$ cat config.mk
export PLATFORM = sky130hd
export DESIGN_NAME = uhpp_top
export DESIGN_NICKNAME = d
export VERILOG_FILES = /design/src/hw/uhpp_pkg.sv /design/src/hw/uhpp_sync.sv /design/src/hw/uhpp_top.sv
export VERILOG_INCLUDE_DIRS = /design/src /design/src/hw
export SDC_FILE = /design/constraint.sdc
export NUM_CORES = 1
export LEC_CHECK = 0
export BUFFER_PORTS_ARGS = -buffer_cell sky130_fd_sc_hd__buf_2
export CAP_MARGIN = 30
export CORE_ASPECT_RATIO = 1.1
export CORE_MARGIN = 4
export CORE_UTILIZATION = 35
export CTS_CLUSTER_DIAMETER = 100
export DETAILED_ROUTE_END_ITERATION = 12
export REMOVE_ABC_BUFFERS = 1
export SYNTH_ARGS = -nofsm -noshare
export SYNTH_HDL_FRONTEND = slang
export SYNTH_SLANG_ARGS = --single-unit
$ cat constraint.sdc
create_clock -name clk_sys -period 5.35 [get_ports clk_sys]
set_input_delay 0.2675 -clock clk_sys [delete_from_list [all_inputs] [get_ports clk_sys]]
set_output_delay 0.2675 -clock clk_sys [all_outputs]
set_load 0.02 [all_outputs]
$ cat src/hw/uhpp_defines.svh
/*
 * Register offsets, field positions, reset values and timing counts
 * for the host port power and suspend block.
 * Assumes a 20 MHz system clock and a 32-bit Wishbone register bus.
 */
`ifndef UHPP_DEFINES_SVH
`define UHPP_DEFINES_SVH

// ----------------------------------------------------------------
// Register byte addresses (index times four)
// ----------------------------------------------------------------
`define UHPP_IDX_CONTROL 8'h01
`define UHPP_IDX_INT_STATUS 8'h03
`define UHPP_IDX_HW_CONFIG 8'h20
`define UHPP_IDX_CPU_INT 8'h24
`define UHPP_IDX_SCHED 8'h30
`define UHPP_ADDR_CONTROL 10'h004
`define UHPP_ADDR_INT_STATUS 10'h00c
`define UHPP_ADDR_HW_CONFIG 10'h080
`define UHPP_ADDR_CPU_INT 10'h090
`define UHPP_ADDR_SCHED 10'h0c0

// ----------------------------------------------------------------
// Field positions
// ----------------------------------------------------------------
`define UHPP_FS_LSB 6
`define UHPP_FS_MSB 7
`define UHPP_CFG_OC_EN 10
`define UHPP_CFG_KEEP_CLK 11
`define UHPP_CFG_PULLDOWN 12
`define UHPP_CPU_CLK_READY 6
`define UHPP_STS_RESUME 6
`define UHPP_SCHED_BUSY 0
`define UHPP_SCHED_ASYNC 1
`define UHPP_SCHED_TOOBIG 2
`define UHPP_EP_MAX_BYTES 11'd1023

// ----------------------------------------------------------------
// Reset values
// ----------------------------------------------------------------
`define UHPP_CONFIG_RESET 16'h0000

// ----------------------------------------------------------------
// Timing: figures as printed, cycle counts at 20 MHz
// ----------------------------------------------------------------
`define UHPP_CLK_HZ 20000000
`define UHPP_SUSP_STOP_NS 1300000
`define UHPP_WAKE_UP_NS 160000
`define UHPP_WAKE_LOW_NS 1140000
`define UHPP_NS_PER_S 1000000000
`define UHPP_SUSP_STOP_CYC ((`UHPP_SUSP_STOP_NS / 50) + 0)
`define UHPP_WAKE_UP_CYC (`UHPP_WAKE_UP_NS * (`UHPP_CLK_HZ / 1000000) / 1000)
`define UHPP_WAKE_LOW_CYC ((`UHPP_WAKE_LOW_NS * (`UHPP_CLK_HZ / 1000000) + 999) / 1000)

`endif

$ cat src/hw/uhpp_pkg.sv
/*
 * Types for the host port power and suspend block.
 * Assumes the defines header supplies all numbers.
 */
package uhpp_pkg;

    // Host controller functional states
    typedef enum logic [1:0] {
        UHPP_BUS_RESET = 2'h0,
        UHPP_RESUMING = 2'h1,
        UHPP_OPERATIONAL = 2'h2,
        UHPP_SUSPENDED = 2'h3
    } uhpp_fstate_e;

    // Clock manager states
    typedef enum logic [1:0] {
        UHPP_CLK_RUN,
        UHPP_CLK_STOP_WAIT,
        UHPP_CLK_STOPPED,
        UHPP_CLK_WAKING
    } uhpp_clk_e;

    // Per-port power pins
    typedef struct packed {
        logic [1:0] oc_in_n;
        logic [1:0] comparator;
    } uhpp_port_in_s;

    typedef struct packed {
        logic [1:0] power_switch_n;
        logic [1:0] power_switch_oe;
        logic pulldown_en;
    } uhpp_port_out_s;

endpackage : uhpp_pkg

$ cat src/hw/uhpp_sync.sv
/*
 * Two-flop synchroniser bank.
 * Assumes inputs come from outside the clk_sys domain.
 */
`timescale 1ns/1ns
module uhpp_sync #(
    parameter int WIDTH = 1
) (
    // Clock and reset
    input wire logic clk_sys,
    input wire logic rstn,
    // Data
    input wire logic [WIDTH-1:0] async_in,
    output logic [WIDTH-1:0] sync_out
);

    logic [WIDTH-1:0] meta_reg;

    // First stage read only by second stage
    always_ff @(posedge clk_sys or negedge rstn) begin
        if (!rstn) begin
            meta_reg <= '0;
            sync_out <= '0;
        end else begin
            meta_reg <= async_in;
            sync_out <= meta_reg;
        end
    end

endmodule : uhpp_sync

$ cat src/hw/uhpp_top.sv
/*
 * Host port power and suspend sequencer: pull-down select, overcurrent
 * source select, port power switches, suspend output, clock gating and
 * the three wake-up paths, with a classic Wishbone register slave.
 * Assumes clk_sys at 20 MHz; pins arrive asynchronously.
 */
// Operation
// No async interrupt after late list write
// Driver splits control stages across lists
// Endpoint data per frame at most 1023
// Driver services interrupts every frame
// Config bit 12 selects internal pull-downs
// Pull-down select clears on any reset
// Power switch high while port overcurrent
// Config bit 10 enables internal comparator
// Comparator enable resets to zero
// Writing suspend code enters suspend
// Suspend pin high until reset/operational
// Clock stops 1.3 ms into suspend unless kept
// Full suspend needs both controllers suspended
// Wake pin restarts clock, sets ready flag
// Clock running 160 us after wake
// Clock kept while wake pin high
// Wake low 1.14 ms re-suspends
// Chip select during suspend wakes
// Downstream resume enters resuming, flags
// Driver enables wake interrupts first
// Overcurrent source selected and synchronised
`timescale 1ns/1ns
`include "uhpp_defines.svh"
module uhpp_top (
    // Clock and reset
    input wire logic clk_sys,
    input wire logic rstn,
    // Wishbone slave
    input wire logic wb_cyc_i,
    input wire logic wb_stb_i,
    input wire logic wb_we_i,
    input wire logic [9:0] wb_adr_i,
    input wire logic [3:0] wb_sel_i,
    input wire logic [31:0] wb_dat_i,
    output logic [31:0] wb_dat_o,
    output logic wb_ack_o,
    // Software reset pulse from the register core
    input wire logic soft_reset,
    // Frame events from the scheduler (same domain)
    input wire logic sof_pulse,
    input wire logic async_int_req,
    input wire logic [10:0] ep_frame_bytes,
    output logic async_int_pulse,
    // Port pins
    input wire uhpp_pkg::uhpp_port_in_s port_in,
    output uhpp_pkg::uhpp_port_out_s port_out,
    // Suspend and wake pins
    input wire logic host_wake_in,
    input wire logic chip_select_n,
    input wire logic downstream_resume,
    input wire logic peripheral_suspended,
    output logic host_suspend_out,
    output logic clock_enable_out,
    output logic full_suspend_out
);

    // ------------------------------------------------------------
    // Types and constants
    // ------------------------------------------------------------
    localparam logic [15:0] STOP_CYC = 16'(`UHPP_SUSP_STOP_CYC);
    localparam logic [15:0] UP_CYC = 16'(`UHPP_WAKE_UP_CYC);
    localparam logic [15:0] LOW_CYC = 16'(`UHPP_WAKE_LOW_CYC);

    uhpp_pkg::uhpp_fstate_e fstate_reg;
    uhpp_pkg::uhpp_clk_e clk_reg;
    logic [15:0] config_reg;
    logic clock_ready_flag;
    logic resume_seen_flag;
    logic [15:0] timer_reg;
    logic [1:0] switch_oe_reg;
    logic list_busy_reg;
    logic ep_too_big_reg;
    logic [4:0] pins_sync;
    logic [4:0] pins_raw;
    logic [1:0] oc_sel;
    logic wr_en;
    logic rd_en;
    logic wake_s;
    logic cs_s;
    logic resume_s;

    // ------------------------------------------------------------
    // Pin synchronisers
    // ------------------------------------------------------------
    // Low-active pins inverted first, so the reset value of zero reads as idle
    assign pins_raw = {downstream_resume, ~chip_select_n, host_wake_in, ~port_in.oc_in_n};

    uhpp_sync #(.WIDTH(5)) u_sync (
        .clk_sys(clk_sys),
        .rstn(rstn),
        .async_in(pins_raw),
        .sync_out(pins_sync)
    );

    // Comparator is an analog level, synchronised with the rest
    logic [1:0] cmp_sync;
    uhpp_sync #(.WIDTH(2)) u_cmp_sync (
        .clk_sys(clk_sys),
        .rstn(rstn),
        .async_in(port_in.comparator),
        .sync_out(cmp_sync)
    );

    assign wake_s = pins_sync[2];
    assign cs_s = pins_sync[3];
    assign resume_s = pins_sync[4];

    // ------------------------------------------------------------
    // Bus decode
    // ------------------------------------------------------------
    function automatic logic hit(input logic [9:0] adr, input logic [9:0] reg_adr);
        hit = (adr == reg_adr);
    endfunction : hit

    // Writes land on the ack edge, while the master still holds the request
    assign wr_en = wb_cyc_i && wb_stb_i && wb_we_i && wb_ack_o;
    assign rd_en = wb_cyc_i && wb_stb_i && !wb_we_i && !wb_ack_o;

    // One wait state: ack one cycle after the request, then dropped
    always_ff @(posedge clk_sys or negedge rstn) begin
        if (!rstn) begin
            wb_ack_o <= 1'b0;
        end else begin
            wb_ack_o <= wb_cyc_i && wb_stb_i && !wb_ack_o;
        end
    end

    // Read mux registered; unmapped addresses read zero
    always_ff @(posedge clk_sys or negedge rstn) begin
        if (!rstn) begin
            wb_dat_o <= 32'h0000_0000;
        end else if (rd_en) begin
            wb_dat_o <= 32'h0000_0000;
            if (hit(wb_adr_i, `UHPP_ADDR_CONTROL))
                wb_dat_o[`UHPP_FS_MSB:`UHPP_FS_LSB] <= fstate_reg;
            if (hit(wb_adr_i, `UHPP_ADDR_INT_STATUS))
                wb_dat_o[`UHPP_STS_RESUME] <= resume_seen_flag;
            if (hit(wb_adr_i, `UHPP_ADDR_HW_CONFIG))
                wb_dat_o[15:0] <= config_reg;
            if (hit(wb_adr_i, `UHPP_ADDR_CPU_INT))
                wb_dat_o[`UHPP_CPU_CLK_READY] <= clock_ready_flag;
            if (hit(wb_adr_i, `UHPP_ADDR_SCHED)) begin
                wb_dat_o[`UHPP_SCHED_BUSY] <= list_busy_reg;
                wb_dat_o[`UHPP_SCHED_TOOBIG] <= ep_too_big_reg;
            end
        end
    end

    // ------------------------------------------------------------
    // Hardware configuration register
    // ------------------------------------------------------------
    // Both resets clear it so bits 10 and 12 start at zero
    always_ff @(posedge clk_sys or negedge rstn) begin
        if (!rstn) begin
            config_reg <= `UHPP_CONFIG_RESET;
        end else if (soft_reset) begin
            config_reg <= `UHPP_CONFIG_RESET;
        end else if (wr_en && hit(wb_adr_i, `UHPP_ADDR_HW_CONFIG)) begin
            if (wb_sel_i[0])
                config_reg[7:0] <= wb_dat_i[7:0];
            if (wb_sel_i[1])
                config_reg[15:8] <= wb_dat_i[15:8];
        end
    end

    // ------------------------------------------------------------
    // Pull-downs and port power
    // ------------------------------------------------------------
    // Both sources are active high once synchronised
    assign oc_sel = config_reg[`UHPP_CFG_OC_EN] ? cmp_sync : pins_sync[1:0];

    // Open drain: enable low lets the pull-up take the switch high
    always_ff @(posedge clk_sys or negedge rstn) begin
        if (!rstn) begin
            switch_oe_reg <= 2'h0;
        end else begin
            switch_oe_reg <= ~oc_sel;
        end
    end

    // Switch data is always low; only the enable moves
    assign port_out = {2'h0, switch_oe_reg, config_reg[`UHPP_CFG_PULLDOWN]};

    // ------------------------------------------------------------
    // Functional state
    // ------------------------------------------------------------
    // Resume from downstream wins over a same-cycle write
    always_ff @(posedge clk_sys or negedge rstn) begin
        if (!rstn) begin
            fstate_reg <= uhpp_pkg::UHPP_BUS_RESET;
        end else if (soft_reset) begin
            fstate_reg <= uhpp_pkg::UHPP_BUS_RESET;
        end else if (fstate_reg == uhpp_pkg::UHPP_SUSPENDED && resume_s) begin
            fstate_reg <= uhpp_pkg::UHPP_RESUMING;
        end else if (wr_en && hit(wb_adr_i, `UHPP_ADDR_CONTROL) && wb_sel_i[0]) begin
            fstate_reg <= uhpp_pkg::uhpp_fstate_e'(wb_dat_i[`UHPP_FS_MSB:`UHPP_FS_LSB]);
        end
    end

    // Resume flag: write one to clear, set wins
    always_ff @(posedge clk_sys or negedge rstn) begin
        if (!rstn) begin
            resume_seen_flag <= 1'b0;
        end else if (fstate_reg == uhpp_pkg::UHPP_SUSPENDED && resume_s) begin
            resume_seen_flag <= 1'b1;
        end else if (wr_en && hit(wb_adr_i, `UHPP_ADDR_INT_STATUS) && wb_dat_i[`UHPP_STS_RESUME]) begin
            resume_seen_flag <= 1'b0;
        end
    end

    // Suspend pin follows state; resuming holds its previous level
    always_ff @(posedge clk_sys or negedge rstn) begin
        if (!rstn) begin
            host_suspend_out <= 1'b0;
        end else if (fstate_reg == uhpp_pkg::UHPP_SUSPENDED) begin
            host_suspend_out <= 1'b1;
        end else if (fstate_reg == uhpp_pkg::UHPP_BUS_RESET || fstate_reg == uhpp_pkg::UHPP_OPERATIONAL) begin
            host_suspend_out <= 1'b0;
        end
    end

    // ------------------------------------------------------------
    // Clock manager
    // ------------------------------------------------------------
    // Timer counts in the block's own always-on clk_sys domain
    always_ff @(posedge clk_sys or negedge rstn) begin
        if (!rstn) begin
            clk_reg <= uhpp_pkg::UHPP_CLK_RUN;
            timer_reg <= 16'h0000;
        end else begin
            unique case (clk_reg)
                uhpp_pkg::UHPP_CLK_RUN: begin
                    timer_reg <= 16'h0000;
                    if (fstate_reg == uhpp_pkg::UHPP_SUSPENDED && !config_reg[`UHPP_CFG_KEEP_CLK])
                        clk_reg <= uhpp_pkg::UHPP_CLK_STOP_WAIT;
                end
                uhpp_pkg::UHPP_CLK_STOP_WAIT: begin
                    timer_reg <= timer_reg + 16'h0001;
                    if (fstate_reg != uhpp_pkg::UHPP_SUSPENDED || config_reg[`UHPP_CFG_KEEP_CLK])
                        clk_reg <= uhpp_pkg::UHPP_CLK_RUN;
                    else if (timer_reg == STOP_CYC - 16'h0001)
                        clk_reg <= uhpp_pkg::UHPP_CLK_STOPPED;
                end
                uhpp_pkg::UHPP_CLK_STOPPED: begin
                    timer_reg <= 16'h0000;
                    if (wake_s || cs_s || fstate_reg != uhpp_pkg::UHPP_SUSPENDED)
                        clk_reg <= uhpp_pkg::UHPP_CLK_WAKING;
                end
                uhpp_pkg::UHPP_CLK_WAKING: begin
                    // Hold while the wake source stays high; return to run once state leaves suspend
                    if (fstate_reg != uhpp_pkg::UHPP_SUSPENDED) begin
                        clk_reg <= uhpp_pkg::UHPP_CLK_RUN;
                    end else if (wake_s || cs_s) begin
                        timer_reg <= 16'h0000;
                    end else if (timer_reg == LOW_CYC - 16'h0001) begin
                        clk_reg <= uhpp_pkg::UHPP_CLK_STOPPED;
                    end else begin
                        timer_reg <= timer_reg + 16'h0001;
                    end
                end
            endcase
        end
    end

    // Clock comes up well inside 160 us of the wake edge
    assign clock_enable_out = (clk_reg != uhpp_pkg::UHPP_CLK_STOPPED);
    assign full_suspend_out = (clk_reg == uhpp_pkg::UHPP_CLK_STOPPED) && peripheral_suspended;

    // Clock-ready flag: set on wake, write one clears, set wins
    always_ff @(posedge clk_sys or negedge rstn) begin
        if (!rstn) begin
            clock_ready_flag <= 1'b0;
        end else if (clk_reg == uhpp_pkg::UHPP_CLK_STOPPED && (wake_s || cs_s)) begin
            clock_ready_flag <= 1'b1;
        end else if (wr_en && hit(wb_adr_i, `UHPP_ADDR_CPU_INT) && wb_dat_i[`UHPP_CPU_CLK_READY]) begin
            clock_ready_flag <= 1'b0;
        end
    end

    // ------------------------------------------------------------
    // Frame constraints
    // ------------------------------------------------------------
    // Driver marks the list busy; a busy list at SOF skips that frame's interrupt
    always_ff @(posedge clk_sys or negedge rstn) begin
        if (!rstn) begin
            list_busy_reg <= 1'b0;
            ep_too_big_reg <= 1'b0;
        end else begin
            if (wr_en && hit(wb_adr_i, `UHPP_ADDR_SCHED) && wb_sel_i[0])
                list_busy_reg <= wb_dat_i[`UHPP_SCHED_BUSY];
            if (ep_frame_bytes > `UHPP_EP_MAX_BYTES)
                ep_too_big_reg <= 1'b1;
            else if (wr_en && hit(wb_adr_i, `UHPP_ADDR_SCHED) && wb_dat_i[`UHPP_SCHED_TOOBIG])
                ep_too_big_reg <= 1'b0;
        end
    end

    logic skip_frame_reg;
    always_ff @(posedge clk_sys or negedge rstn) begin
        if (!rstn) begin
            skip_frame_reg <= 1'b0;
        end else if (sof_pulse) begin
            skip_frame_reg <= list_busy_reg;
        end
    end

    assign async_int_pulse = async_int_req && !skip_frame_reg && !sof_pulse;

    // ------------------------------------------------------------
    // Checks
    // ------------------------------------------------------------
    pullsel_a: assert property (@(posedge clk_sys) disable iff (!rstn)
        port_out.pulldown_en == config_reg[12]) else $error("pulldown mismatch");
    softclr_a: assert property (@(posedge clk_sys) disable iff (!rstn)
        soft_reset |=> !config_reg[12] && !config_reg[10]) else $error("config not cleared");
    psw_oc_a: assert property (@(posedge clk_sys) disable iff (!rstn)
        oc_sel[0] |=> !port_out.power_switch_oe[0]) else $error("port power not removed");
    ocsrc_a: assert property (@(posedge clk_sys) disable iff (!rstn)
        !config_reg[10] |-> oc_sel == pins_sync[1:0]) else $error("wrong oc source");
    susp_pin_a: assert property (@(posedge clk_sys) disable iff (!rstn)
        fstate_reg == uhpp_pkg::UHPP_SUSPENDED |=> host_suspend_out) else $error("suspend pin low");
    clk_stop_a: assert property (@(posedge clk_sys) disable iff (!rstn)
        clk_reg == uhpp_pkg::UHPP_CLK_STOPPED && $past(clk_reg) == uhpp_pkg::UHPP_CLK_STOP_WAIT |->
        !$past(config_reg[11])) else $error("clock stopped while kept");
    wake_rdy_a: assert property (@(posedge clk_sys) disable iff (!rstn)
        clk_reg == uhpp_pkg::UHPP_CLK_STOPPED && wake_s |=> clock_ready_flag && clock_enable_out)
        else $error("wake missed");
    resume_a: assert property (@(posedge clk_sys) disable iff (!rstn)
        fstate_reg == uhpp_pkg::UHPP_SUSPENDED && resume_s |=> fstate_reg == uhpp_pkg::UHPP_RESUMING && resume_seen_flag)
        else $error("resume missed");
    fullsus_a: assert property (@(posedge clk_sys) disable iff (!rstn)
        full_suspend_out |-> peripheral_suspended && !clock_enable_out) else $error("early full suspend");
    skipint_a: assert property (@(posedge clk_sys) disable iff (!rstn)
        sof_pulse && list_busy_reg |=> !async_int_pulse) else $error("async interrupt not skipped");

    stop_c: cover property (@(posedge clk_sys) clk_reg == uhpp_pkg::UHPP_CLK_STOPPED);
    wake_c: cover property (@(posedge clk_sys) clk_reg == uhpp_pkg::UHPP_CLK_WAKING && wake_s);
    resume_c: cover property (@(posedge clk_sys) fstate_reg == uhpp_pkg::UHPP_RESUMING);

endmodule : uhpp_top

==> results of run 1 <==
==> routing by layer <==
layer / up-vias / global-route usage / routed length (um)
met5: - / 0 / 0
met4: 0 / 0.0577 / 112
met3: 7 / 0.0420 / 507
met2: 80 / 0.200 / 3540
met1: 1277 / 0.174 / 3300
li1: 1254 / - / -
==> final cells by class <==
cell class | instances | area share
multi-input cells | 224 | 0.347
inverters | 7 | 0.00658
well taps | 117 | 0.0367
clock buffers | 10 | 0.0345
flip-flops and latches | 75 | 0.470
repair buffers | 70 | 0.0896
clock inverters | 6 | 0.0160
==> worst reg2reg max path: stages (launching register included) <==
cell and delay, ps:
dfrtp_1 440, ha_1 230, nand3_1 240, or4_4 600, o21ai_1 630, o21ai_0 210, o31ai_1 110
==> worst max path at each step <==
stage	startpoint	endpoint	slack [ps]	cells after the start
floorplan	timer_reg[0]$_DFFE_PN0P_	timer_reg[11]$_DFFE_PN0P_	3310	6
global placement	timer_reg[0]$_DFFE_PN0P_	timer_reg[8]$_DFFE_PN0P_	2880	6
detailed placement	timer_reg[0]$_DFFE_PN0P_	timer_reg[15]$_DFFE_PN0P_	2820	6
CTS	timer_reg[0]$_DFFE_PN0P_	timer_reg[8]$_DFFE_PN0P_	2810	6
global route	timer_reg[0]$_DFFE_PN0P_	timer_reg[11]$_DFFE_PN0P_	2570	6
finish	timer_reg[0]$_DFFE_PN0P_	timer_reg[15]$_DFFE_PN0P_	2800	6
==> power breakdown <==
group | switching (W) | total, W | internal [W] | leakage (nW)
clock | 0.000211 | 0.000439 | 0.000228 | 0.0987
sequential | 0.0000138 | 0.000592 | 0.000578 | 1.00
combinational | 0.0000901 | 0.000132 | 0.0000416 | 0.864
==> synth_stat cells, types with 5 or more instances <==
cell type / n
dfrtp_1: 75
nor2_1: 28
nand2_1: 27
buf_4: 21
mux2i_1: 19
o21ai_0: 19
a22o_1: 12
nand3_1: 9
a21oi_1: 8
clkbuf_1: 7
inv_1: 7
nand4_1: 7
and3_1: 6
nor3_1: 6
o31ai_1: 6
a31oi_1: 5
or3_1: 5
==> stage by stage <==
step / cells / instance area (um2) / hold WS, ps / power (W) / util
2_1_floorplan: 306 / 3290 / -28.1 / 0.000675 / -
3_3_place_gp: 492 / 3780 / 157 / 0.000731 / 0.401
3_5_place_dp: 492 / 3780 / 159 / 0.000735 / 0.401
4_1_cts: 509 / 3990 / 11.3 / 0.00118 / 0.423
5_1_grt: 509 / 3990 / 12.5 / 0.00122 / 0.423
6_report: 509 / 3990 / 33.9 / 0.00116 / 0.423
==> logic make-up after synthesis <==
| family | after synthesis | synth area share |
|---|---|---|
| AOI/OAI and AO/OA | 72 | 0.145 |
| adders and majority gates | 1 | 0.00366 |
| buffers and inverters | 37 | 0.0641 |
| DFF | 75 | 0.549 |
| muxes | 21 | 0.0622 |
| other | 1 | 0.00110 |
| and+or+nand+nor | 112 | 0.175 |
==> Implementation_results.wiki, run 1 <==
{| class="wikitable"
! Metric !! Value
|-
| Iteration-0 DRC count of the detailed router || 149
|-
| Transition at the pin with the smallest max-transition slack || 801 ps
|-
| Drt first pass iters || 4
|-
| Setup slack on the worst flop-to-flop path || roughly 2800 ps
|-
| Worst r2r src || timer_reg[0]$_DFFE_PN0P_
|-
| Crit path required time || around 5600 ps
|-
| End of the worst register-to-register path || timer_reg[15]$_DFFE_PN0P_
|-
| Starting Density || 0.362
|-
| Cell-by-cell trace of the critical path || ha_1 > nand3_1 > or4_4 > o21ai_1 > o21ai_0 > o31ai_1
|-
| Area grow syn2layout || 16.9%
|-
| Multi-input combinational cell area || 1390 um2
|-
| Via density per instance || around 5
|-
| Horizontal die dimension || ~100 um
|-
| Leak Pwr || 1.96 nW
|-
| Final Cycle Share || 0.476
|-
| Number of CTS-inserted buffers || 9
|-
| Critical-path top delay cell || o21ai_1
|-
| Setup Viol. Count Final || 0
|-
| Crit Path Max Fanout || 11
|-
| # hold bufs at CTS || 1
|-
| Number of flip-flops and latches in the synthesized netlist || 75
|-
| Via count || 2618
|-
| Outcome || complete, no violations
|-
| Port-buffer cells || 68
|-
| CTS clk-pin slew, worst paths || roughly 80 ps
|-
| Post-Synthesis Cells || roughly 320
|-
| Die span in y || between 100 and 150 um
|-
| Aggregate global routing overflow || 0
|-
| Count of fill cells added during filler insertion || 916
|-
| Final estimated routing congestion in global placement || 0.796
|-
| Worst setup margin || between 2000 and 3000 ps
|-
| EDFF count, synth || 0
|-
| Tot GR Track Use || 0.133
|-
| Clock Skew || 8.97 ps
|-
| Post-CTS setup repair buffer count || 0
|-
| Clock latency reported for the late side of the worst-skew pair || around 340 ps
|-
| Total Die Area || about 11000 um2
|-
| Crit path time final || 2550 ps
|-
| Clock tree from TritonCTS || yes
|-
| Share of post-route cells with drive strength above 1 || 0.245
|-
| Post-route antenna net violation count || 0
|-
| Worst min-delay path class || in2reg
|-
| Worst hold path cell count || 1
|-
| Sequential cell area || 1880 um2
|-
| VDD IR max || around 0.096 mV
|-
| Maximum number of pins on one net before global-route repair || 65
|-
| CP endpoint kind || register
|-
| Fin nets || 461
|-
| Maximum count of clock buffers along a single path || 2
|-
| Leading cell types in the layout, fill and taps excluded || dfrtp_1, buf_2, nor2_1
|-
| Combined buffer and inverter count along the critical path || 0
|-
| Part of the Yosys area used for sequential elements || 0.549
|-
| CTS Root Buffer Type || clkbuf_8
|-
| Total number of yosys warnings || 0
|-
| Pre-CTS worst setup slack || 2820 ps
|-
| Floorplan Core Area || 9440 um2
|-
| Post-detail-place hpwl || 5290 um
|-
| Worst Path Class, Setup || reg2reg
|-
| Maximum clock frequency || 0.393 GHz
|-
| Min-delay src || host_wake_in
|-
| Sort of element at the start of the critical path || register
|-
| Routed wire per std cell || 14.6 um
|-
| Slew Limit Fails || 0
|-
| Syn_area_per_cell || between 10 and 15 um2
|-
| Summed instance area of the synthesized netlist || between 3000 and 4000 um2
|-
| CTS resizes || 0
|-
| Distinct cells, synth || 50
|-
| Unrepaired setup endpoints after global routing || no
|-
| Area share of the largest cell type after synthesis || 0.549
|-
| Number of rows in the core area || 37
|-
| Max-Slew Margin vs Limit || 0.466
|-
| Fraction of registers with async set or reset after synthesis || 1.00
|-
| Number of antenna violations at the first check in global routing || 0
|-
| Final WL || 7460 um
|-
| I/O Pins || between 100 and 150
|-
| Max_cap viols || 0
|-
| Maximum level of the CTS H-tree || 3
|-
| Largest delay contributor family on the critical path || compound AO/OA/AOI/OAI gates
|-
| Arr. time, crit path || 2790 ps
|-
| Number of antenna cells inserted || 0
|-
| Wire length of the first global-routing pass || 12100 um
|-
| Sum of negative setup slack || 0 ps
|-
| Largest cells by area after synthesis || dfrtp_1, mux2i_1, buf_4
|-
| Final Hold Violating Endpoints || 0
|-
| Hold-critical path endpoint || u_sync.meta_reg[2]$_DFF_PN0_
|-
| Predominant post-synthesis flop cell || dfrtp_1
|-
| R2R cell count || 6
|-
| Number of clock sinks || 75
|-
| Residual DRC count || 0
|-
| Power Density || 291 nW/um2
|-
| Largest area contributor in the synthesized netlist || dfrtp_1
|-
| Via count of the first global-routing pass || 2557
|-
| Largest stage delay on the critical path || 630 ps
|-
| Most common cell after layout, fill and taps aside || dfrtp_1
|}
Power figures use the tool's default switching activity.
==> run 2, diff against run 1 <==
Clock period 5.35 ns to 2.6 ns, I/O delays scaled along.
==> Implementation_results.wiki, run 2 (synthesis results as in run 1) <==
{| class="wikitable"
! Metric !! Value
|-
| Worst r2r src || timer_reg[0]$_DFFE_PN0P_
|-
| Pint || 0.00164 W (+94%)
|-
| CTS resizes || 0 (unchanged)
|-
| Aggregate global routing overflow || 0 (unchanged)
|-
| Transition at the pin with the smallest max-transition slack || 791 ps (-10.2 ps)
|-
| Utilization after layout || 0.432 (+0.00954)
|-
| Sum of negative setup slack || 0 ps (unchanged)
|-
| Crit path required time || 2820 ps (-2780 ps)
|-
| CP endpoint kind || register
|-
| Starting Density || 0.362 (unchanged)
|-
| Clock share of power || 0.340 (-0.037)
|-
| Die span in y || 112 um (unchanged)
|-
| Most common cell after layout, fill and taps aside || dfrtp_1
|-
| Port-buffer cells || 68 (unchanged)
|-
| Met2 wirelength from detailed routing || 3720 um (+5.2%)
|-
| Via count of the first global-routing pass || 2632 (+2.9%)
|-
| Topmost layer with routed signal wires || met4
|-
| Layout Cell Area excl Fill || 4080 um2 (+2.3%)
|-
| Max_cap viols || 0 (unchanged)
|-
| Post-detailed-placement cell area || 3820 um2 (+1.1%)
|-
| Setup Viol. Count Final || 0 (unchanged)
|-
| Timing startpoint of the critical path || timer_reg[0]$_DFFE_PN0P_
|-
| Setup slack on the worst flop-to-flop path || 590 ps (-2220 ps)
|-
| Max-Slew Margin vs Limit || 0.473 (+0.00677)
|-
| Final cell count without fillers || 521 (+2.4%)
|-
| Clock Skew || 9.04 ps (+0.0729 ps)
|-
| Number of placed instances, taps included || 496 (+0.81%)
|-
| Capture point of the worst path || timer_reg[8]$_DFFE_PN0P_
|-
| Multi-input combinational cell area || 1390 um2 (unchanged)
|-
| Combinational group share of total power || 0.127 (+0.014)
|-
| Leading cell types in the layout, fill and taps excluded || dfrtp_1, buf_2, nor2_1
|-
| Number of antenna violations at the first check in global routing || 0 (unchanged)
|-
| VDD IR max || 0.186 mV (+94%)
|-
| Drt first pass iters || 4 (unchanged)
|-
| Crit path time final || 2010 ps (-533 ps)
|-
| Post-route antenna net violation count || 0 (unchanged)
|-
| Largest stage delay on the critical path || 540 ps (-90 ps)
|-
| Unrepaired setup endpoints after global routing || no
|-
| Power consumption || 0.00229 W (+97%)
|-
| Fin nets || 473 (+2.6%)
|-
| Sequential cell area || 1880 um2 (unchanged)
|-
| Clock latency reported for the late side of the worst-skew pair || 340 ps (about the same)
|-
| Worst Path Class, Setup || reg2reg
|-
| Final estimated routing congestion in global placement || 0.846 (+6.3%)
|-
| CTS clk-pin slew, worst paths || 80 ps (about the same)
|-
| Post-CTS setup repair buffer count || 0 (unchanged)
|-
| Final Cycle Share || 0.775 (+0.299)
|-
| Floorplan Core Area || 9440 um2 (unchanged)
|-
| Share of post-route cells with drive strength above 1 || 0.245 (about the same)
|-
| Share of power burned in registers || 0.533 (+0.024)
|-
| Maximum level of the CTS H-tree || 3 (unchanged)
|-
| I/O Pins || 115 (unchanged)
|-
| Critical-path top delay cell || or4_4
|-
| Iteration-0 DRC count of the detailed router || 133 (-11%)
|-
| Clock tree from TritonCTS || yes
|-
| R2R cell count || 7 (+1)
|-
| Leak Pwr || 2.00 nW (+1.9%)
|-
| Power Density || 560 nW/um2 (+92%)
|-
| Slew Limit Fails || 0 (unchanged)
|-
| Net switching share of the total power || 0.282 (+0.0116)
|-
| Crit Path Max Fanout || 9 (-2)
|-
| Outcome || complete, no violations
|-
| Horizontal die dimension || 102 um (unchanged)
|-
| Area grow syn2layout || 19.5%
|-
| Routed wire per std cell || 14.8 um (+0.89%)
|-
| Residual DRC count || 0 (unchanged)
|-
| Arr. time, crit path || 2230 ps (-560 ps)
|-
| Number of antenna cells inserted || 0 (unchanged)
|-
| Count of fill cells added during filler insertion || 924 (+0.87%)
|-
| Maximum number of pins on one net before global-route repair || 36 (-45%)
|-
| Number of rows in the core area || 37 (unchanged)
|-
| Wire length of the first global-routing pass || 12500 um (+3.3%)
|-
| Via density per instance || 5.12 (-0.47%)
|-
| Routed length on met1 || 3460 um (+5.1%)
|-
| Number of clock sinks || 75 (unchanged)
|-
| Total Die Area || 11400 um2 (unchanged)
|-
| Maximum clock frequency || 0.497 GHz (+26%)
|-
| Cell-by-cell trace of the critical path || ha_1 > nand3_1 > or4_4 > o21ai_1 > buf_4 > nand2b_1 > o21ai_0
|-
| Via count || 2667 (+1.9%)
|-
| # hold bufs at CTS || 9 (+8)
|-
| Post-detail-place hpwl || 5480 um (+3.6%)
|-
| Number of CTS-inserted buffers || 9 (unchanged)
|-
| Final WL || 7700 um (+3.3%)
|-
| Met3 routed wirelength || 457 um (-9.9%)
|-
| Maximum count of clock buffers along a single path || 2 (unchanged)
|-
| Switching pwr || 0.000645 W (+110%)
|-
| Worst min-delay path class || in2reg
|-
| CTS Root Buffer Type || clkbuf_8
|-
| Sort of element at the start of the critical path || register
|-
| Final Hold Violating Endpoints || 0 (unchanged)
|-
| End of the worst register-to-register path || timer_reg[8]$_DFFE_PN0P_
|-
| Tot GR Track Use || 0.137 (+0.00403)
|}
==> run 2: cell types whose count changed in the layout (fill, tap and decap cells not counted), sizes merged <==
| cell | before | now |
|---|---|---|
| buf | 69 | 73 |
| bufinv | 1 | 0 |
| clkinvlp | 2 | 3 |
| dlygate4sd3 | 1 | 9 |
==> run 2: critical path, delay by kind of cell (launching register included) <==
kind / cells / cell delay, ps
buffers and inverters: 1 / 180
AO/OA/AOI/OAI: 2 / 240
adder cells (fa/ha/maj): 1 / 230
flip-flops: 1 / 430
AND/OR/NAND/NOR: 3 / 810
==> run 2: through the flow <==
stage | worst slack, ps | hold WS (ps)
3_5_place_dp | 455 | 246
4_1_cts | 565 | 18.4
2_1_floorplan | 556 | -166
5_1_grt | 489 | 30.7
6_report | 586 | 29.8
3_3_place_gp | 484 | 238
==> run 2: area by class of cell <==
type,instances,area share
clock inverter,6,0.0101
sequential,75,0.460
clock buffer,10,0.0312
inverter,7,0.00643
timing repair buffer,82,0.118
tap,117,0.0358
multi-input combinational,224,0.339
==> run 2: routing by layer <==
layer	global-route usage	vias up
li1	-	1279
met1	0.182	1310
met2	0.212	72
met3	0.0282	6
met4	0.0621	0
met5	0	-
==> run 2: worst min-delay path by stage <==
stage	from	to	slack, ps	cells past startpoint
2_1_floorplan	rstn	clk_reg[0]$_DFFE_PN0P_	-170	0
3_3_place_gp	port_in[0]	u_cmp_sync.meta_reg[0]$_DFF_PN0_	240	1
3_5_place_dp	host_wake_in	u_sync.meta_reg[2]$_DFF_PN0_	250	1
4_1_cts	wb_dat_i[12]	config_reg[12]$_DFFE_PN0P_	20	3
5_1_grt	wb_dat_i[4]	config_reg[4]$_DFFE_PN0P_	30	3
6_report	wb_dat_i[11]	config_reg[11]$_DFFE_PN0P_	30	3
==> run 2: power by group through the flow <==
stage / clock network, W / logic, W / registers, W
after floorplan: 0 / 0.000151 / 0.00124
after global placement: 0 / 0.000279 / 0.00124
final: 0.000778 / 0.000290 / 0.00122
after detailed placement: 0 / 0.000284 / 0.00124
after CTS: 0.000814 / 0.000295 / 0.00122
after global routing: 0.000862 / 0.000330 / 0.00122
==> run 3, diff against run 2 <==
Clock period 2.6 ns to 1.6 ns, I/O delays scaled along.
==> Implementation_results.wiki, run 3 (synthesis results as in run 1) <==
{| class="wikitable"
! Metric !! Value
|-
| Worst hold path cell count || 3 (unchanged)
|-
| Iteration-0 DRC count of the detailed router || 97 (-27%)
|-
| Pre-CTS worst setup slack || -244 ps (-699 ps)
|-
| Drt first pass iters || 4 (unchanged)
|-
| Worst min-delay path class || in2reg
|-
| Crit path required time || 1820 ps (-1000 ps)
|-
| Post-detail-place hpwl || 5900 um (+7.7%)
|-
| Final Cycle Share || 1.17 (+0.392)
|-
| Aggregate global routing overflow || 0 (unchanged)
|-
| Post-detailed-placement cell area || 4150 um2 (+8.4%)
|-
| VDD IR max || 0.400 mV (+110%)
|-
| Worst Path Class, Setup || reg2reg
|-
| Residual DRC count || 0 (unchanged)
|-
| Share of post-route cells with drive strength above 1 || 0.344 (+0.0992)
|-
| Maximum count of clock buffers along a single path || 2 (unchanged)
|-
| Worst setup margin || -267 ps (-853 ps)
|-
| I/O Pins || 115 (unchanged)
|-
| CTS Root Buffer Type || clkbuf_8
|-
| Transition at the pin with the smallest max-transition slack || 555 ps (-236 ps)
|-
| Max-Slew Margin vs Limit || 0.630 (+0.157)
|-
| Critical-path top delay cell || or4_4
|-
| Violated checks || negative setup slack
|-
| Sort of element at the start of the critical path || register
|-
| Unrepaired setup endpoints after global routing || yes
|-
| Crit path time final || 1870 ps (-147 ps)
|-
| Switching pwr || 0.00109 W (+69%)
|-
| Largest stage delay on the critical path || 570 ps (+30 ps)
|-
| Horizontal die dimension || 102 um (unchanged)
|-
| Number of rows in the core area || 37 (unchanged)
|-
| Setup Viol. Count Final || 17 (+17)
|-
| Slew Limit Fails || 0 (unchanged)
|-
| Via count of the first global-routing pass || 2865 (+8.9%)
|-
| Tot GR Track Use || 0.149 (+0.0127)
|-
| Starting Density || 0.362 (unchanged)
|-
| Floorplan Core Area || 9440 um2 (unchanged)
|-
| Share of power burned in registers || 0.505 (-0.028)
|-
| Number of clock sinks || 75 (unchanged)
|-
| Number of CTS-inserted buffers || 9 (unchanged)
|-
| Most common cell after layout, fill and taps aside || dfrtp_1
|-
| Post-route antenna net violation count || 0 (unchanged)
|-
| Final Hold Violating Endpoints || 0 (unchanged)
|-
| Wire length of the first global-routing pass || 13600 um (+8.9%)
|-
| Combinational group share of total power || 0.174 (+0.047)
|-
| Via density per instance || 4.97 (-2.9%)
|-
| Count of fill cells added during filler insertion || 882 (-4.5%)
|-
| Maximum level of the CTS H-tree || 3 (unchanged)
|-
| Number of antenna cells inserted || 0 (unchanged)
|-
| Cell-by-cell trace of the critical path || ha_2 > nand3_2 > or4_4 > o21ai_2 > buf_6 > nand2b_4 > o31ai_1
|-
| Maximum number of pins on one net before global-route repair || 32 (-11%)
|-
| Utilization after layout || 0.498 (+0.0652)
|-
| Leading cell types in the layout, fill and taps excluded || dfrtp_1, buf_2, buf_4
|-
| Final WL || 8390 um (+9.0%)
|-
| Routed wire per std cell || 14.6 um (-1.4%)
|-
| Total Die Area || 11400 um2 (unchanged)
|-
| Die span in y || 112 um (unchanged)
|-
| CP endpoint kind || register
|-
| Via count || 2862 (+7.3%)
|-
| Power Density || 825 nW/um2 (+47%)
|-
| Clock share of power || 0.321 (-0.019)
|-
| Pint || 0.00278 W (+70%)
|-
| Clock Skew || 12.0 ps (+2.93 ps)
|-
| Max_cap viols || 0 (unchanged)
|-
| Final estimated routing congestion in global placement || 0.846 (about the same)
|-
| Crit Path Max Fanout || 7 (-2)
|-
| Arr. time, crit path || 2090 ps (-140 ps)
|-
| Maximum clock frequency || 0.536 GHz (+7.9%)
|-
| Fin nets || 528 (+12%)
|-
| CTS clk-pin slew, worst paths || 80 ps (about the same)
|-
| Layout Cell Area excl Fill || 4700 um2 (+15%)
|-
| Area grow syn2layout || 37.5%
|-
| Outcome || finished, violations left
|-
| Net switching share of the total power || 0.282 (about the same)
|-
| Port-buffer cells || 68 (unchanged)
|-
| Leak Pwr || 2.34 nW (+17%)
|-
| Clock latency reported for the late side of the worst-skew pair || 340 ps (about the same)
|-
| Number of antenna violations at the first check in global routing || 0 (unchanged)
|-
| Clock tree from TritonCTS || yes
|-
| Setup slack on the worst flop-to-flop path || -270 ps (-850 ps)
|-
| Power consumption || 0.00388 W (+70%)
|-
| R2R cell count || 7 (unchanged)
|}
-- run 3: changes by cell type in the layout (fill, tap and decap cells not counted), sizes merged --
| cell | before | now |
|---|---|---|
| clkinv | 2 | 6 |
| clkbuf | 10 | 9 |
| dlygate4sd3 | 9 | 24 |
| buf | 73 | 113 |
| clkinvlp | 3 | 0 |
-- run 3: routing by layer --
layer  track usage  share of wire  wire length (um)  up-vias
met1         0.188           0.42              3560     1385
met2         0.251           0.51              4280       69
li1              -              -                 -     1398
met4        0.0376          0.012                99        0
met3        0.0439          0.053               449       10
met5             0              0                 0        -
-- run 3: path summary, 6_finish.rpt --
| check | startpoint | to |
|---|---|---|
| max | timer_reg[1]$_DFFE_PN0P_ | timer_reg[10]$_DFFE_PN0P_ |
| min | wb_dat_i[2] | config_reg[2]$_DFFE_PN0P_ |
| max reg2reg | timer_reg[1]$_DFFE_PN0P_ | timer_reg[10]$_DFFE_PN0P_ |
| min reg2reg | u_cmp_sync.meta_reg[0]$_DFF_PN0_ | u_cmp_sync.sync_out[0]$_DFF_PN0_ |
| max in group asynchronous | rstn | wb_ack_o$_DFF_PN0_ |
| min in group asynchronous | rstn | wb_dat_o[12]$_DFFE_PN0P_ |
-- run 3: power by group through the flow --
stage / registers (W) / clock network (W) / logic (W)
CTS: 0.00196 / 0.00131 / 0.000637
detailed placement: 0.00199 / 0 / 0.000565
global route: 0.00196 / 0.00139 / 0.000744
global placement: 0.00199 / 0 / 0.000553
finish: 0.00196 / 0.00124 / 0.000676
floorplan: 0.00201 / 0 / 0.000245
-- run 3: metrics by stage --
step | hold WS (ps) | setup TNS (ps) | instances
CTS | 2.71 | -2340 | 574
floorplan | -216 | -7080 | 306
detailed placement | 97.9 | -7160 | 532
finish | 21.8 | -2970 | 576
global placement | 83.7 | -6040 | 532
global route | 27.0 | -4950 | 576
-- run 3: area by class of cell --
type / instances / area, um2 / share of cell area
Inverter: 7 / 26.3 / 0.00559
Clock inverter: 7 / 42.5 / 0.00905
Sequential cell: 75 / 1880 / 0.399
Tap cell: 117 / 146 / 0.0312
Multi-Input combinational cell: 224 / 1480 / 0.316
Timing Repair Buffer: 137 / 1000 / 0.213
Clock buffer: 9 / 124 / 0.0264
-- run 3: worst max-delay path, delay by kind of cell (launching register included) --
kind | cells | cell delay [ps]
and+or+nand+nor | 3 | 790
DFF | 1 | 360
buffers and inverters | 1 | 150
adders and majority gates | 1 | 200
AOI/OAI and AO/OA | 2 | 250
-- run 3: what timing repair did --
action | in CTS | in global routing
setup buffers | 1 | 2
pin swaps | 2 | 14
resized for setup | 12 | 24
cloned | 1 | 0
hold buffers | 24 | 0
setup endpoints to repair | 17 | 18
endpoints found under the hold margin | 44 | 0
